$ cat config.mk
export PLATFORM = sky130hd
export DESIGN_NAME = queue_region_config
export DESIGN_NICKNAME = d
export VERILOG_FILES = /design/src/logic/queue_region_pkg.sv /design/src/logic/queue_region_config.sv
export VERILOG_INCLUDE_DIRS = /design/src /design/src/logic
export SDC_FILE = /design/constraint.sdc
export NUM_CORES = 1
export LEC_CHECK = 0
export ABC_CLOCK_PERIOD_IN_PS = 15100
export BUFFER_PORTS_ARGS = -buffer_cell sky130_fd_sc_hd__buf_2
export CAP_MARGIN = 20
export CORE_AREA = 5 5 194 196
export DETAILED_ROUTE_END_ITERATION = 16
export DIE_AREA = 0 0 199 201
export GPL_TIMING_DRIVEN = 1
export PLACE_DENSITY = 0.68
export SLEW_MARGIN = 20
export SYNTH_ARGS = -nofsm -noshare
export SYNTH_HDL_FRONTEND = slang
export SYNTH_SLANG_ARGS = --single-unit
$ cat constraint.sdc
create_clock -name clock -period 15.1 [get_ports clock]
set_input_delay 0 -clock clock [delete_from_list [all_inputs] [get_ports clock]]
set_output_delay 0 -clock clock [all_outputs]
set_load 0.01 [all_outputs]
$ cat src/logic/queue_region_regs.svh
// register offsets, field positions, reset values for the queue region bank
// assumes inclusion by bare name from the design and bench files
`ifndef QUEUE_REGION_REGS_SVH
`define QUEUE_REGION_REGS_SVH
`define WAN_Q16_END_OFS 9'h17e
`define LAN_INS_START_OFS 9'h180
`define LAN_INS_END_OFS 9'h182
`define LAN_EXT_START_OFS 9'h184
`define LAN_EXT_END_OFS 9'h186
`define WAN_INS_START_OFS 9'h188
`define WAN_INS_END_OFS 9'h18a
`define WAN_EXT_START_OFS 9'h18c
`define WAN_EXT_END_OFS 9'h18e
`define LAN_WMARK_OFS 9'h190
`define MISC_CTRL_OFS 9'h192
`define ADDR_FIELD_W 10
`define PTR_RESET_BIT 10
`define WMARK_W 13
`define WMARK_UNIT_BYTES 64
`define REGION_UNIT_BYTES 32768
`define REG_RESET 16'h0000
`define MISC_ALL_RESET_BIT 0
`define MISC_PREEMPT_BIT 1
`define MISC_INS_EN_BIT 2
`define MISC_INS_PRIO_BIT 3
`define MISC_ENCAP_LSB 4
`define MISC_RR_LSB 6
`define MISC_OVF_OFF_BIT 8
`define MISC_PURGE_OFF_BIT 9
`define MISC_RW_MASK 16'h03fe
`endif

$ cat src/logic/queue_region_pkg.sv
// types shared by the queue region register bank
// assumes the offsets header sits beside it
package queue_region_pkg;
  // one queue region: start and end in 32 KiB units
  typedef struct packed {
    logic [9:0] start_field;
    logic [9:0] end_field;
  } region_t;
  // register bus request
  typedef struct packed {
    logic [8:0] addr;
    logic [15:0] wdata;
    logic wr;
    logic rd;
  } bus_req_t;
  // queue index order for regions and pointers
  typedef enum logic [1:0] {Q_LAN_INS, Q_LAN_EXT, Q_WAN_INS, Q_WAN_EXT} queue_id_t;
  // whole module state
  typedef struct packed {
    logic [9:0] wan_q16_end_field;
    region_t [3:0] region;
    logic [12:0] lan_fill_threshold;
    logic [15:0] misc;
    logic [3:0][9:0] ptr;
    logic [3:0] ptr_reset;
    logic [15:0] rdata;
    logic [15:0] pause_req;
    logic [15:0] wmark_event;
  } state_t;
endpackage : queue_region_pkg

$ cat src/logic/queue_region_config.sv
// queue region configuration bank: SDRAM queue bounds, pointer resets,
// LAN watermark comparison and miscellaneous queue control.
// assumes one 125 MHz clock, async active-high reset, plain strobe bus.
//
// Functional notes
// - start and end fields are 10 bits, one step is 32768 bytes
// - writable end field for WAN queue sixteen
// - LAN insert queue start and end fields bound its region
// - LAN extract queue start and end fields bound its region
// - WAN insert queue start and end fields bound its region
// - WAN extract queue start and end fields bound its region
// - writing one to start bit 10 pulses that queue's pointer reset
// - writing zero to bit 10 leaves pointers alone
// - 13-bit LAN watermark; crossing it requests a pause frame
// - one watermark shared by sixteen independently enabled LAN queues
// - watermark times 64 is the free-byte reserve at trigger
// - reaching watermark also raises the watermark interrupt condition
// - watermark flow control uses fill level only, not rate policing
// - misc bit 9 zero enables partial frame purge, one disables
// - all-queue reset bit pulses every queue pointer reset at once
// - misc bit 8 zero discards overflowing WAN queue, one disables
`include "queue_region_regs.svh"
`timescale 1ns/10ps
`default_nettype none
module queue_region_config #(
  parameter int QUEUES = 16
) (
  input wire logic clock,
  input wire logic rst,
  input wire logic [8:0] addr,
  input wire logic [15:0] wdata,
  input wire logic wr,
  input wire logic rd,
  input wire logic [3:0] ptr_advance,
  input wire logic [QUEUES-1:0] lan_q_enable,
  input wire logic [QUEUES*16-1:0] lan_q_free_units,
  output logic [15:0] rdata,
  output logic [9:0] wan_q16_end_field,
  output logic [79:0] region_bounds,
  output logic [39:0] queue_ptr,
  output logic [3:0] queue_ptr_reset,
  output logic all_queue_ptr_reset,
  output logic [12:0] lan_fill_threshold,
  output logic [QUEUES-1:0] pause_req,
  output logic [QUEUES-1:0] wmark_event,
  output logic partial_frame_purge_off,
  output logic wan_overflow_drop_off,
  output logic wan_preemptive_drop,
  output logic wan_ins_enable,
  output logic wan_ins_priority_level,
  output logic [1:0] wan_ins_encap_select,
  output logic [1:0] wan_ins_rr_weight
);
  queue_region_pkg::state_t state_reg;
  queue_region_pkg::state_t state_next;
  queue_region_pkg::bus_req_t req;
  logic [QUEUES-1:0] below_mark;

  assign req = '{addr: addr, wdata: wdata, wr: wr, rd: rd};

  // per-queue comparison against the shared watermark
  genvar gi;
  generate
    for (gi = 0; gi < QUEUES; gi++) begin : g_mark
      assign below_mark[gi] = lan_q_enable[gi] &&
        (lan_q_free_units[gi*16 +: 16] <= {3'h0, state_reg.lan_fill_threshold});
    end
  endgenerate

  // next state: register writes, pointer pulses, pointer walk, readback
  always_comb begin
    logic all_rst;
    logic [3:0] q_rst;
    state_next = state_reg;
    all_rst = 1'b0;
    q_rst = 4'h0;
    state_next.rdata = 16'h0000;
    if (req.wr) begin
      if (req.addr == `WAN_Q16_END_OFS) begin
        state_next.wan_q16_end_field = req.wdata[9:0];
      end else if (req.addr == `LAN_INS_START_OFS) begin
        state_next.region[0].start_field = req.wdata[9:0];
        q_rst[0] = req.wdata[`PTR_RESET_BIT];
      end else if (req.addr == `LAN_INS_END_OFS) begin
        state_next.region[0].end_field = req.wdata[9:0];
      end else if (req.addr == `LAN_EXT_START_OFS) begin
        state_next.region[1].start_field = req.wdata[9:0];
        q_rst[1] = req.wdata[`PTR_RESET_BIT];
      end else if (req.addr == `LAN_EXT_END_OFS) begin
        state_next.region[1].end_field = req.wdata[9:0];
      end else if (req.addr == `WAN_INS_START_OFS) begin
        state_next.region[2].start_field = req.wdata[9:0];
        q_rst[2] = req.wdata[`PTR_RESET_BIT];
      end else if (req.addr == `WAN_INS_END_OFS) begin
        state_next.region[2].end_field = req.wdata[9:0];
      end else if (req.addr == `WAN_EXT_START_OFS) begin
        state_next.region[3].start_field = req.wdata[9:0];
        q_rst[3] = req.wdata[`PTR_RESET_BIT];
      end else if (req.addr == `WAN_EXT_END_OFS) begin
        state_next.region[3].end_field = req.wdata[9:0];
      end else if (req.addr == `LAN_WMARK_OFS) begin
        state_next.lan_fill_threshold = req.wdata[12:0];
      end else if (req.addr == `MISC_CTRL_OFS) begin
        state_next.misc = req.wdata & `MISC_RW_MASK;
        all_rst = req.wdata[`MISC_ALL_RESET_BIT];
      end
    end
    // self-clearing pulses: high one cycle after the write
    state_next.ptr_reset = q_rst | {4{all_rst}};
    state_next.misc[`MISC_ALL_RESET_BIT] = all_rst;
    // circular pointer walk inside each region
    for (int q = 0; q < 4; q++) begin
      if (state_reg.ptr_reset[q]) begin
        state_next.ptr[q] = state_reg.region[q].start_field;
      end else if (ptr_advance[q]) begin
        if (state_reg.ptr[q] == state_reg.region[q].end_field) begin
          state_next.ptr[q] = state_reg.region[q].start_field;
        end else begin
          state_next.ptr[q] = 10'(state_reg.ptr[q] + 10'h001);
        end
      end
    end
    // watermark: pause level plus one-cycle crossing event
    state_next.pause_req = 16'(below_mark);
    state_next.wmark_event = 16'(below_mark) & ~state_reg.pause_req;
    if (req.rd) begin
      if (req.addr == `WAN_Q16_END_OFS) begin
        state_next.rdata = {6'h00, state_reg.wan_q16_end_field};
      end else if (req.addr == `LAN_INS_START_OFS) begin
        state_next.rdata = {6'h00, state_reg.region[0].start_field};
      end else if (req.addr == `LAN_INS_END_OFS) begin
        state_next.rdata = {6'h00, state_reg.region[0].end_field};
      end else if (req.addr == `LAN_EXT_START_OFS) begin
        state_next.rdata = {6'h00, state_reg.region[1].start_field};
      end else if (req.addr == `LAN_EXT_END_OFS) begin
        state_next.rdata = {6'h00, state_reg.region[1].end_field};
      end else if (req.addr == `WAN_INS_START_OFS) begin
        state_next.rdata = {6'h00, state_reg.region[2].start_field};
      end else if (req.addr == `WAN_INS_END_OFS) begin
        state_next.rdata = {6'h00, state_reg.region[2].end_field};
      end else if (req.addr == `WAN_EXT_START_OFS) begin
        state_next.rdata = {6'h00, state_reg.region[3].start_field};
      end else if (req.addr == `WAN_EXT_END_OFS) begin
        state_next.rdata = {6'h00, state_reg.region[3].end_field};
      end else if (req.addr == `LAN_WMARK_OFS) begin
        state_next.rdata = {3'h0, state_reg.lan_fill_threshold};
      end else if (req.addr == `MISC_CTRL_OFS) begin
        state_next.rdata = state_reg.misc & `MISC_RW_MASK;
      end
    end
  end

  // state register
  always_ff @(posedge clock or posedge rst) begin
    if (rst) begin
      state_reg <= '0;
    end else begin
      state_reg <= state_next;
    end
  end

  // outputs straight from state
  assign rdata = state_reg.rdata;
  assign wan_q16_end_field = state_reg.wan_q16_end_field;
  assign region_bounds = state_reg.region;
  assign queue_ptr = state_reg.ptr;
  assign queue_ptr_reset = state_reg.ptr_reset;
  assign all_queue_ptr_reset = state_reg.misc[`MISC_ALL_RESET_BIT];
  assign lan_fill_threshold = state_reg.lan_fill_threshold;
  assign pause_req = state_reg.pause_req[QUEUES-1:0];
  assign wmark_event = state_reg.wmark_event[QUEUES-1:0];
  assign partial_frame_purge_off = state_reg.misc[`MISC_PURGE_OFF_BIT];
  assign wan_overflow_drop_off = state_reg.misc[`MISC_OVF_OFF_BIT];
  assign wan_preemptive_drop = state_reg.misc[`MISC_PREEMPT_BIT];
  assign wan_ins_enable = state_reg.misc[`MISC_INS_EN_BIT];
  assign wan_ins_priority_level = state_reg.misc[`MISC_INS_PRIO_BIT];
  assign wan_ins_encap_select = state_reg.misc[`MISC_ENCAP_LSB +: 2];
  assign wan_ins_rr_weight = state_reg.misc[`MISC_RR_LSB +: 2];

  // per-region checks: stores, readback, pulse, load, step, wrap, hold
  genvar qi;
  generate
    for (qi = 0; qi < 4; qi++) begin : g_region_chk
      localparam logic [8:0] START_OFS = 9'(`LAN_INS_START_OFS + 4 * qi);
      localparam logic [8:0] END_OFS = 9'(`LAN_INS_END_OFS + 4 * qi);

    end
  endgenerate

  // per-LAN-queue watermark checks against the shared threshold
  genvar li;
  generate
    for (li = 0; li < QUEUES; li++) begin : g_mark_chk

    end
  endgenerate
endmodule : queue_region_config
`default_nettype wire

==> results_dict.tcl, run 1 <==
set metrics [dict create \
    die_y_um 201 \
    grt_util_all_layers 0.2968 \
    dp_hpwl_um 47710 \
    grt_antenna_before_repair 16 \
    power.switching_w 0.0005745 \
    drive_gt1_frac 0.3221 \
    holdWs_ps 23.47 \
    cts_tree "yes" \
    grt_max_degree 77 \
    clock_path_buffers 3 \
    grt_pass1_wl_um 92210 \
    pwr-share-seq 0.384 \
    startpoint "lan_fill_threshold[9]" \
    dieWidth_um 199 \
    netlist_top_cells_count "ha_1, dfrtp_1, mux2_2" \
    clock_latency_ps 530 \
    hp-start "lan_q_free_units[175]" \
    coreArea_um2 35910 \
    die_area_um2 40000 \
    ys_ff_latch 202 \
    clock-sinks 202 \
    setup_tns_ps 0 \
    grt_overflow_total 0 \
    cp_max_fo 17 \
    slowest_delay_ps 790 \
    slowest_stage "inv_1" \
    start_kind "flip-flop" \
    yosysMostFrequentCell "ha_1" \
    cts_max_level 1 \
    min_period_over_period 0.2531 \
    final_cells 2607 \
    worstHoldPathType "input pin to flip-flop" \
    path_cells "inv_1, ha_1, a21o_1, a211oi_1, o2111ai_1, nand2b_1, dlygate4sd3_1, a31oi_1, dlygate4sd3_1" \
    yosysWarnings 0 \
    p_int_w 0.001221 \
    status "complete, no violations" \
    syn-cell-area_um2 14720 \
    synth_edf_count 0 \
    worst_slew_pin_slew_ps 1114 \
    drt-wirelength-per-cell_um 23.90 \
    synth-seq-area-share 0.3434 \
    p_comb_frac 0.234 \
    cp_data_arrival_time_ps 4280 \
    clk_pin_slew_ps 60 \
    start_util 0.4099 \
    slew_violations 0 \
    portBuffers 503 \
    finClkSkew_ps 16.41 \
    relSlewSlack 0.2568 \
    clkPwrFrac 0.382 \
    first_pass_iters 6 \
    path_common_cell "dlygate4sd3_1" \
    area_growth_pct 33.27 \
    syn_inst 1523 \
    max_freq_mhz 261.7 \
    synthFlopType "dfrtp_1" \
    setup_viol 0 \
    avgSynthCellArea_um2 9.664 \
    power_density_nw_per_um2 91.53 \
    postCtsSetupBuffers 0 \
    drt_iter0_drc 1175 \
    synth_top_area_share 0.3434 \
    grt_pass1_vias 15642 \
    timing.rr.start "lan_fill_threshold[9]" \
    yosys.area.top_type "dfrtp_1" \
    drc 0 \
    rsz0062_at_grt "false" \
    ir_drop_uv 66.02 \
    hold_viol 0 \
    numCtsBuffers 25 \
    drtAntennaViolNets 0 \
    drv_cap 0 \
    cp-end-kind "flip-flop" \
    p_leak_nw 10.09 \
    swShare 0.3200 \
    period_needed_ps 3821 \
    dp_cells 2453 \
    finalPower_w 0.001795 \
    clockRootBuffer "clkbuf_16" \
    ys_types 69 \
    num_rows 70 \
    vias 15239 \
    ioPinCount 510 \
    rrSetupSlack_ps 11280 \
    synthArstFlopShare 1.000 \
    place.gp.congestion 0.9822 \
    ys_top_cells_by_area "dfrtp_1, ha_1, mux2_2, a21oi_1, o21ai_0" \
    cts_repair_resize_count 0 \
    path_class "flip-flop to flip-flop" \
    nNetsFinal 2628 \
    viasPerCell 5.845 \
    routed_wl_um 62320 \
    cp.required_ps 15560 \
]
==> final cells by class <==
| type | instances | area [um^2] |
|---|---|---|
| sequential | 202 | 5055 |
| clock inverter | 16 | 265.3 |
| multi-input combinational | 1207 | 9198 |
| tap | 468 | 585.6 |
| clock buffer | 30 | 664.4 |
| timing repair buffer | 611 | 3576 |
| fill | 3292 | 16300 |
| inverter | 64 | 247.7 |
| antenna | 9 | 22.52 |
==> layout by cell type, fill, tap and decap left out, types with 10 or more instances in the layout <==
| cell | count |
|---|---|
| buf_2 | 503 |
| ha_1 | 212 |
| dfrtp_1 | 202 |
| mux2_2 | 108 |
| dlygate4sd3_1 | 99 |
| a21oi_1 | 98 |
| o21ai_0 | 89 |
| nor2_1 | 88 |
| nand2_1 | 77 |
| nand3_1 | 62 |
| inv_1 | 62 |
| nor3_1 | 42 |
| nand4_1 | 39 |
| xor2_1 | 31 |
| and3_1 | 30 |
| a21o_1 | 28 |
| a211oi_1 | 25 |
| clkbuf_16 | 25 |
| o21a_1 | 23 |
| nand2b_1 | 21 |
| nor2b_1 | 19 |
| o22ai_1 | 16 |
| nor4_1 | 15 |
| a31oi_1 | 14 |
| o21bai_1 | 12 |
| o221ai_1 | 11 |
| o2111ai_1 | 11 |
| mux2i_1 | 10 |
| o22a_1 | 10 |
| xnor2_1 | 10 |
==> metal layers <==
layer  track usage  wire [um]  part of all wire  up-vias
li1              -          -                 -     6952
met1        0.3678      24300              0.39     7340
met2        0.4904      29720              0.48      738
met5             0         85            0.0014        -
met3       0.06781       5181             0.083      197
met4        0.1361       3025             0.049       12
==> power by group through the flow <==
stage                     Combinational, W  Clock [W]  Sequential [W]
after global routing              0.000469   0.000721        0.000699
after global placement            0.000388          0        0.000693
after floorplan                   0.000218          0        0.000690
after detailed placement          0.000401          0        0.000695
after CTS                         0.000418   0.000698        0.000686
final                             0.000420   0.000686        0.000689
==> sequential cells by signal (all words and copies together) (netlist names) <==
signal	flops
region_bounds	80
queue_ptr	40
pause_req	16
wmark_event	16
lan_fill_threshold	13
rdata	13
wan_q16_end_field	10
queue_ptr_reset	4
wan_ins_encap_select	2
wan_ins_rr_weight	2
all_queue_ptr_reset	1
partial_frame_purge_off	1
wan_ins_enable	1
wan_ins_priority_level	1
wan_overflow_drop_off	1
wan_preemptive_drop	1
==> stage by stage <==
stage	setup slack [ps]	utilization	area [um^2]
6_report	11280	0.5462	19610
5_1_grt	11080	0.5461	19610
4_1_cts	11310	0.5453	19580
3_5_place_dp	12290	0.4918	17660
3_3_place_gp	12320	0.4918	17660
2_1_floorplan	9589	-	14730
==> worst paths after layout <==
path	end	cells past startpoint
max in group asynchronous	region_bounds[53]	4
min in group asynchronous	pause_req[0]	3
worst min-delay path	wmark_event[10]	5
worst max-delay path	wmark_event[15]	9
worst min register to register	wmark_event[10]	1
worst max register to register	wmark_event[15]	9
==> repair_timing <==
item / 4_1_cts / 5_1_grt
hold buffers: 99 / 0
endpoints found under the setup margin: 0 / 0
endpoints found under the hold margin: 192 / 0
==> worst max-delay path: cells and delay by family (launching register included) <==
| family | cells | cell delay (ps) |
|---|---|---|
| adders and majority gates | 1 | 410 |
| DFF | 1 | 390 |
| and+or+nand+nor | 1 | 190 |
| AOI/OAI and AO/OA | 4 | 800 |
| buffers and inverters | 3 | 1960 |
==> cell families after synthesis <==
group,synth area share
other,0.0002548
buffers and inverters,0.03341
XOR/XNOR,0.02440
flip-flops,0.3434
AO/OA/AOI/OAI,0.1713
adder cells (fa/ha/maj),0.1802
AND/OR/NAND/NOR,0.1565
multiplexers,0.09045
Note: power is estimated with default switching activity, not from simulation.
==> inputs of run 2 (changes only) <==
Settings changed: ABC_CLOCK_PERIOD_IN_PS 15100 to 3700.
Clock period 15.1 ns to 3.7 ns, I/O delays scaled along.
==> run 2 against run 1 <==
Effect of this change: hold slack lost 0.79 ps; combinational power grew to 4.2 times the previous value; register-to-register slack lost 11000 ps; final area grew 1.3%; flip-flop and latch count is the same; non-clock buffer count grew 35; largest power group unchanged.
==> results_dict.tcl, run 2 (synthesis results as in run 1) <==
set metrics [dict create \
    status "complete, no violations" \
    viasPerCell 5.829 \
    largest_register_ffs 80 \
    drc 0 \
    startpoint "lan_fill_threshold[7]" \
    rsz0062_at_grt "false" \
    start_kind "flip-flop" \
    power.switching_w 0.002371 \
    grt_max_degree 161 \
    hp-start "wdata[1]" \
    dp_cells 2471 \
    dieWidth_um 199 \
    cp-end-kind "flip-flop" \
    place.gp.congestion 0.9801 \
    clkPwrFrac 0.367 \
    max_freq_mhz 285.0 \
    cts_max_level 1 \
    grt_util_all_layers 0.3000 \
    grt_antenna_before_repair 8 \
    timing.rr.start "lan_fill_threshold[7]" \
    area_growth_pct 34.94 \
    clk_pin_slew_ps 60 \
    cp_data_arrival_time_ps 3970 \
    r2r_end "pause_req[7]" \
    final_cells 2639 \
    numCtsBuffers 25 \
    slowest_stage "inv_1" \
    worstHoldPathType "input pin to flip-flop" \
    grt_overflow_total 0 \
    holdPathEnd "region_bounds[1]" \
    path_common_cell "dlygate4sd3_1" \
    mostFrequentLayoutCells "buf_2, ha_1, dfrtp_1" \
    path_class "flip-flop to flip-flop" \
    hold_depth 2 \
    period_needed_ps 3509 \
    grt-busiest-layer "met2" \
    cts_tree "yes" \
    drt-wirelength-per-cell_um 23.86 \
    nNetsFinal 2663 \
    power_density_nw_per_um2 362.5 \
    p_leak_nw 10.22 \
    worst_slew_pin_slew_ps 1066 \
    die_area_um2 40000 \
    slew_violations 0 \
    clock_latency_ps 550 \
    drv_cap 0 \
    portBuffers 503 \
    clock_path_buffers 3 \
    crit_family "buffers and inverters" \
    cp_max_fo 10 \
    fin_util 0.5531 \
    cp_num_buf_inv 3 \
    min_period_over_period 0.9484 \
    finalPower_w 0.007200 \
    ioPinCount 510 \
    final_cell_area_um2 19860 \
    die_y_um 201 \
    cp.required_ps 4160 \
    pwr-share-seq 0.390 \
    hold_viol 0 \
    met1_usage 0.3884 \
    drive_gt1_frac 0.3312 \
    slowest_delay_ps 620 \
    drt_iter0_drc 1154 \
    clockRootBuffer "clkbuf_16" \
    coreArea_um2 35910 \
    p_int_w 0.004828 \
    path_cells "inv_1, ha_1, a2111oi_0, a31o_2, nand4_1, dlygate4sd3_1, nand2_1, dlygate4sd3_1" \
    vias 15382 \
    drtAntennaViolNets 0 \
    first_pass_iters 5 \
    rr_worst_depth 8 \
    dp_hpwl_um 48500 \
    setup_viol 0 \
    p_comb_frac 0.243 \
    rrSetupSlack_ps 190 \
    swShare 0.3294 \
    relSlewSlack 0.2894 \
    setup_tns_ps 0 \
    clock-sinks 202 \
    start_util 0.4099 \
    grtUsageMet3 0.05992 \
    grt_pass1_vias 15721 \
    place_area_um2 17800 \
    finClkSkew_ps 25.60 \
    globalRouteMet2Util 0.4888 \
    ir_drop_uv 340.7 \
    routed_wl_um 62960 \
    grt_pass1_wl_um 93280 \
    layout_commonest_cell "buf_2" \
    num_rows 70 \
]
==> run 2: metal layers <==
| layer | share of wire | wire length, um |
|---|---|---|
| met5 | 0.00043 | 27 |
| met4 | 0.045 | 2841 |
| met3 | 0.090 | 5642 |
| met2 | 0.47 | 29400 |
| met1 | 0.40 | 25060 |
==> run 2: final cells by class <==
| type | instances | area (um^2) |
|---|---|---|
| Multi-Input combinational cell | 1207 | 9186 |
| Inverter | 64 | 255.2 |
| Clock inverter | 12 | 162.7 |
| Sequential cell | 202 | 5055 |
| Timing Repair Buffer | 646 | 3871 |
| Tap cell | 468 | 585.6 |
| Fill cell | 3287 | 16050 |
| Clock buffer | 34 | 729.5 |
| Antenna cell | 6 | 15.01 |
==> run 2: power by group through the flow <==
stage / Sequential, W / Clock (W) / Combinational (W)
after global placement: 0.00283 / 0 / 0.00161
after CTS: 0.00280 / 0.00269 / 0.00173
after detailed placement: 0.00284 / 0 / 0.00166
after floorplan: 0.00282 / 0 / 0.000890
final: 0.00281 / 0.00264 / 0.00175
after global routing: 0.00284 / 0.00278 / 0.00194
==> run 2: how the worst max path moves through the flow <==
stage | end | depth (start not counted) | slack [ps]
global placement | wmark_event[2] | 10 | 1110
CTS | wmark_event[0] | 10 | 60
finish | pause_req[7] | 8 | 190
global route | wmark_event[0] | 9 | 40
detailed placement | wmark_event[15] | 10 | 1000
floorplan | all_queue_ptr_reset | 1 | 1080
==> run 2: stage by stage <==
stage / setup WS, ps / hold WS [ps]
final: 191.1 / 22.67
after detailed placement: 996.9 / -6.499
after global placement: 1111 / -7.750
after global routing: 43.42 / 32.17
after floorplan: 1084 / 113.7
after CTS: 56.36 / 2.472
==> run 2: what timing repair did <==
action / 4_1_cts / 5_1_grt
setup endpoints to repair: 0 / 6
hold buffers: 106 / 1
resized for setup: 0 / 3
hold endpoints to repair: 180 / 2
setup buffers: 0 / 9
==> inputs of run 3 (changes only) <==
Settings changed: ABC_AREA set to 1, CORE_AREA 5 5 194 196 to 5 5 195 197, DIE_AREA 0 0 199 201 to 0 0 200 202.
==> run 3 against run 2 <==
Effect of this change: clock power is essentially flat; die area is 1.0% higher; combinational power is 17% higher; critical path type unchanged; setup slack gained 550 ps; register-to-register slack improved by 550 ps; sequential power about the same; routed wire length shrank 2.6%; area after synthesis up 1.5%; fmax increased by 19%.
==> results_dict.tcl, run 3 <==
set metrics [dict create \
    status "complete, no violations" \
    synth_top_area_share 0.3384 \
    holdPathEnd "rdata[10]" \
    grt_pass1_wl_um 91540 \
    grt_pass1_vias 15545 \
    drv_cap 0 \
    dieWidth_um 200 \
    syn-cell-area_um2 14940 \
    postCtsSetupBuffers 0 \
    synthSimpleGateAreaFrac 0.2621 \
    grt_max_degree 94 \
    synth_top_family_by_area "simple AND/OR/NAND/NOR gates" \
    cts_max_level 1 \
    slew_violations 0 \
    avgSynthCellArea_um2 7.634 \
    finalPower_w 0.007490 \
    num_rows 70 \
    drc 0 \
    drive_gt1_frac 0.2398 \
    rr_worst_depth 12 \
    hold_viol 0 \
    max_freq_mhz 337.8 \
    place.gp.congestion 0.9548 \
    hp-start "addr[4]" \
    ys_types 44 \
    synth-seq-area-share 0.3384 \
    synth_edf_count 0 \
    clock-sinks 202 \
    layout_setup_ws_ps 739.5 \
    syn_inst 1957 \
    place_ws_ps 1209 \
    largest_register_ffs 80 \
    die_area_um2 40400 \
    start_util 0.4140 \
    power_density_nw_per_um2 385.5 \
    r2r_end "wmark_event[15]" \
    viasPerCell 5.333 \
    yosysWarnings 0 \
    clock_path_buffers 3 \
    drtAntennaViolNets 0 \
    coreArea_um2 36080 \
    clockRootBuffer "clkbuf_16" \
    grt_antenna_before_repair 8 \
    drt-wirelength-per-cell_um 20.39 \
    setup_tns_ps 0 \
    cts_repair_resize_count 0 \
    worst_slew_pin_slew_ps 965.2 \
    path_class "flip-flop to flip-flop" \
    grt_util_all_layers 0.2909 \
    cp.required_ps 4160 \
    clk_pin_slew_ps 60 \
    dp_hpwl_um 48840 \
    portBuffers 503 \
    numCtsBuffers 25 \
    cp_data_arrival_time_ps 3420 \
    setup_viol 0 \
    hold_depth 5 \
    netlist_top_cells_count "nand2_1, ha_1, dfrtp_1" \
    cp_max_fo 9 \
    muxShareOfSynthArea 0 \
    min_period_over_period 0.8001 \
    first_pass_iters 5 \
    cts_tree "yes" \
    synth_fa_ha_area_frac 0.1776 \
    grt_overflow_total 0 \
    drt_iter0_drc 904 \
    rsz0062_at_grt "false" \
    worstHoldPathType "input pin to flip-flop" \
    layout_commonest_cell "buf_2" \
    synth-compound-area-share 0.1242 \
    ir_drop_uv 352.2 \
    synthArstFlopShare 1.000 \
    nNetsFinal 3033 \
    yosysMostFrequentCell "nand2_1" \
    start_kind "flip-flop" \
    clock_latency_ps 540 \
    vias 16048 \
    routed_wl_um 61350 \
    period_needed_ps 2961 \
    rrSetupSlack_ps 740 \
    finClkSkew_ps 16.00 \
    p_leak_nw 10.36 \
    ctsHoldBuffers 56 \
    yosys.area.top_type "dfrtp_1" \
    mostFrequentLayoutCells "buf_2, nand2_1, ha_1" \
    ioPinCount 510 \
    synth-xor-area-share 0.02755 \
    die_y_um 202 \
    area_growth_pct 30.04 \
    timing.rr.start "lan_fill_threshold[9]" \
    synthFlopType "dfrtp_1" \
    cp-end-kind "flip-flop" \
    ys_top_cells_by_area "dfrtp_1, ha_1, nand2_1, a21oi_1, o21ai_0" \
    ys_ff_latch 202 \
    relSlewSlack 0.3546 \
]
## run 3: cell type report
type / count / area [um^2]
Tap cell: 468 / 585.6
Clock buffer: 31 / 678.2
Fill cell: 3528 / 16660
Inverter: 210 / 797.0
Timing Repair Buffer: 578 / 3246
Antenna cell: 6 / 15.01
Multi-Input combinational cell: 1499 / 8847
Sequential cell: 202 / 5055
Clock inverter: 15 / 203.9
## run 3: kinds of logic after synthesis
group | Yosys count
adders and majority gates | 212
xor gates and xnor gates | 47
DFF | 202
other | 1
AOI/OAI and AO/OA | 353
and+or+nand+nor | 884
buffers and inverters | 258
## run 3: critical path, stage by stage, from the launching register on
cell and delay [ps]:
dfrtp_1 390, inv_1 490, buf_4 340, ha_1 280, a21oi_1 120, nand3b_1 110
a21oi_1 70, nor3_1 150, nand3_1 90, nand2_1 100, nand2_1 60, dlygate4sd3_1 570
nor2_1 100
## run 3: metrics by stage
stage | instance area [um^2] | util | std cells | hold slack [ps]
after floorplan | 14950 | - | 1959 | 117.9
after global placement | 17970 | 0.4980 | 2901 | 214.9
after detailed placement | 17970 | 0.4980 | 2901 | 214.8
after CTS | 19410 | 0.5380 | 3003 | 66.65
after global routing | 19430 | 0.5384 | 3009 | 112.8
final | 19430 | 0.5384 | 3009 | 87.01
## run 3: worst max-delay path by stage
stage	from	to	slack, ps
2_1_floorplan	rst	all_queue_ptr_reset	1080
3_3_place_gp	lan_fill_threshold[7]	wmark_event[1]	1230
3_5_place_dp	lan_fill_threshold[7]	wmark_event[1]	1210
4_1_cts	lan_fill_threshold[7]	wmark_event[1]	660
5_1_grt	lan_fill_threshold[7]	wmark_event[1]	510
6_report	lan_fill_threshold[9]	wmark_event[15]	740
## run 3: per-layer routing
layer  GRT usage  share of wire  vias to the layer above
met5           0        0.00055                        -
met3     0.05618          0.086                      148
met4      0.1213          0.048                        4
li1            -              -                     7701
met1      0.3761           0.41                     7476
met2      0.4755           0.46                      719
## run 3: report_power, final
group	internal (W)	switching, W	leakage (nW)
clock network	0.00159	0.00104	0.424
logic	0.000914	0.00114	7.24
registers	0.00242	0.000378	2.70
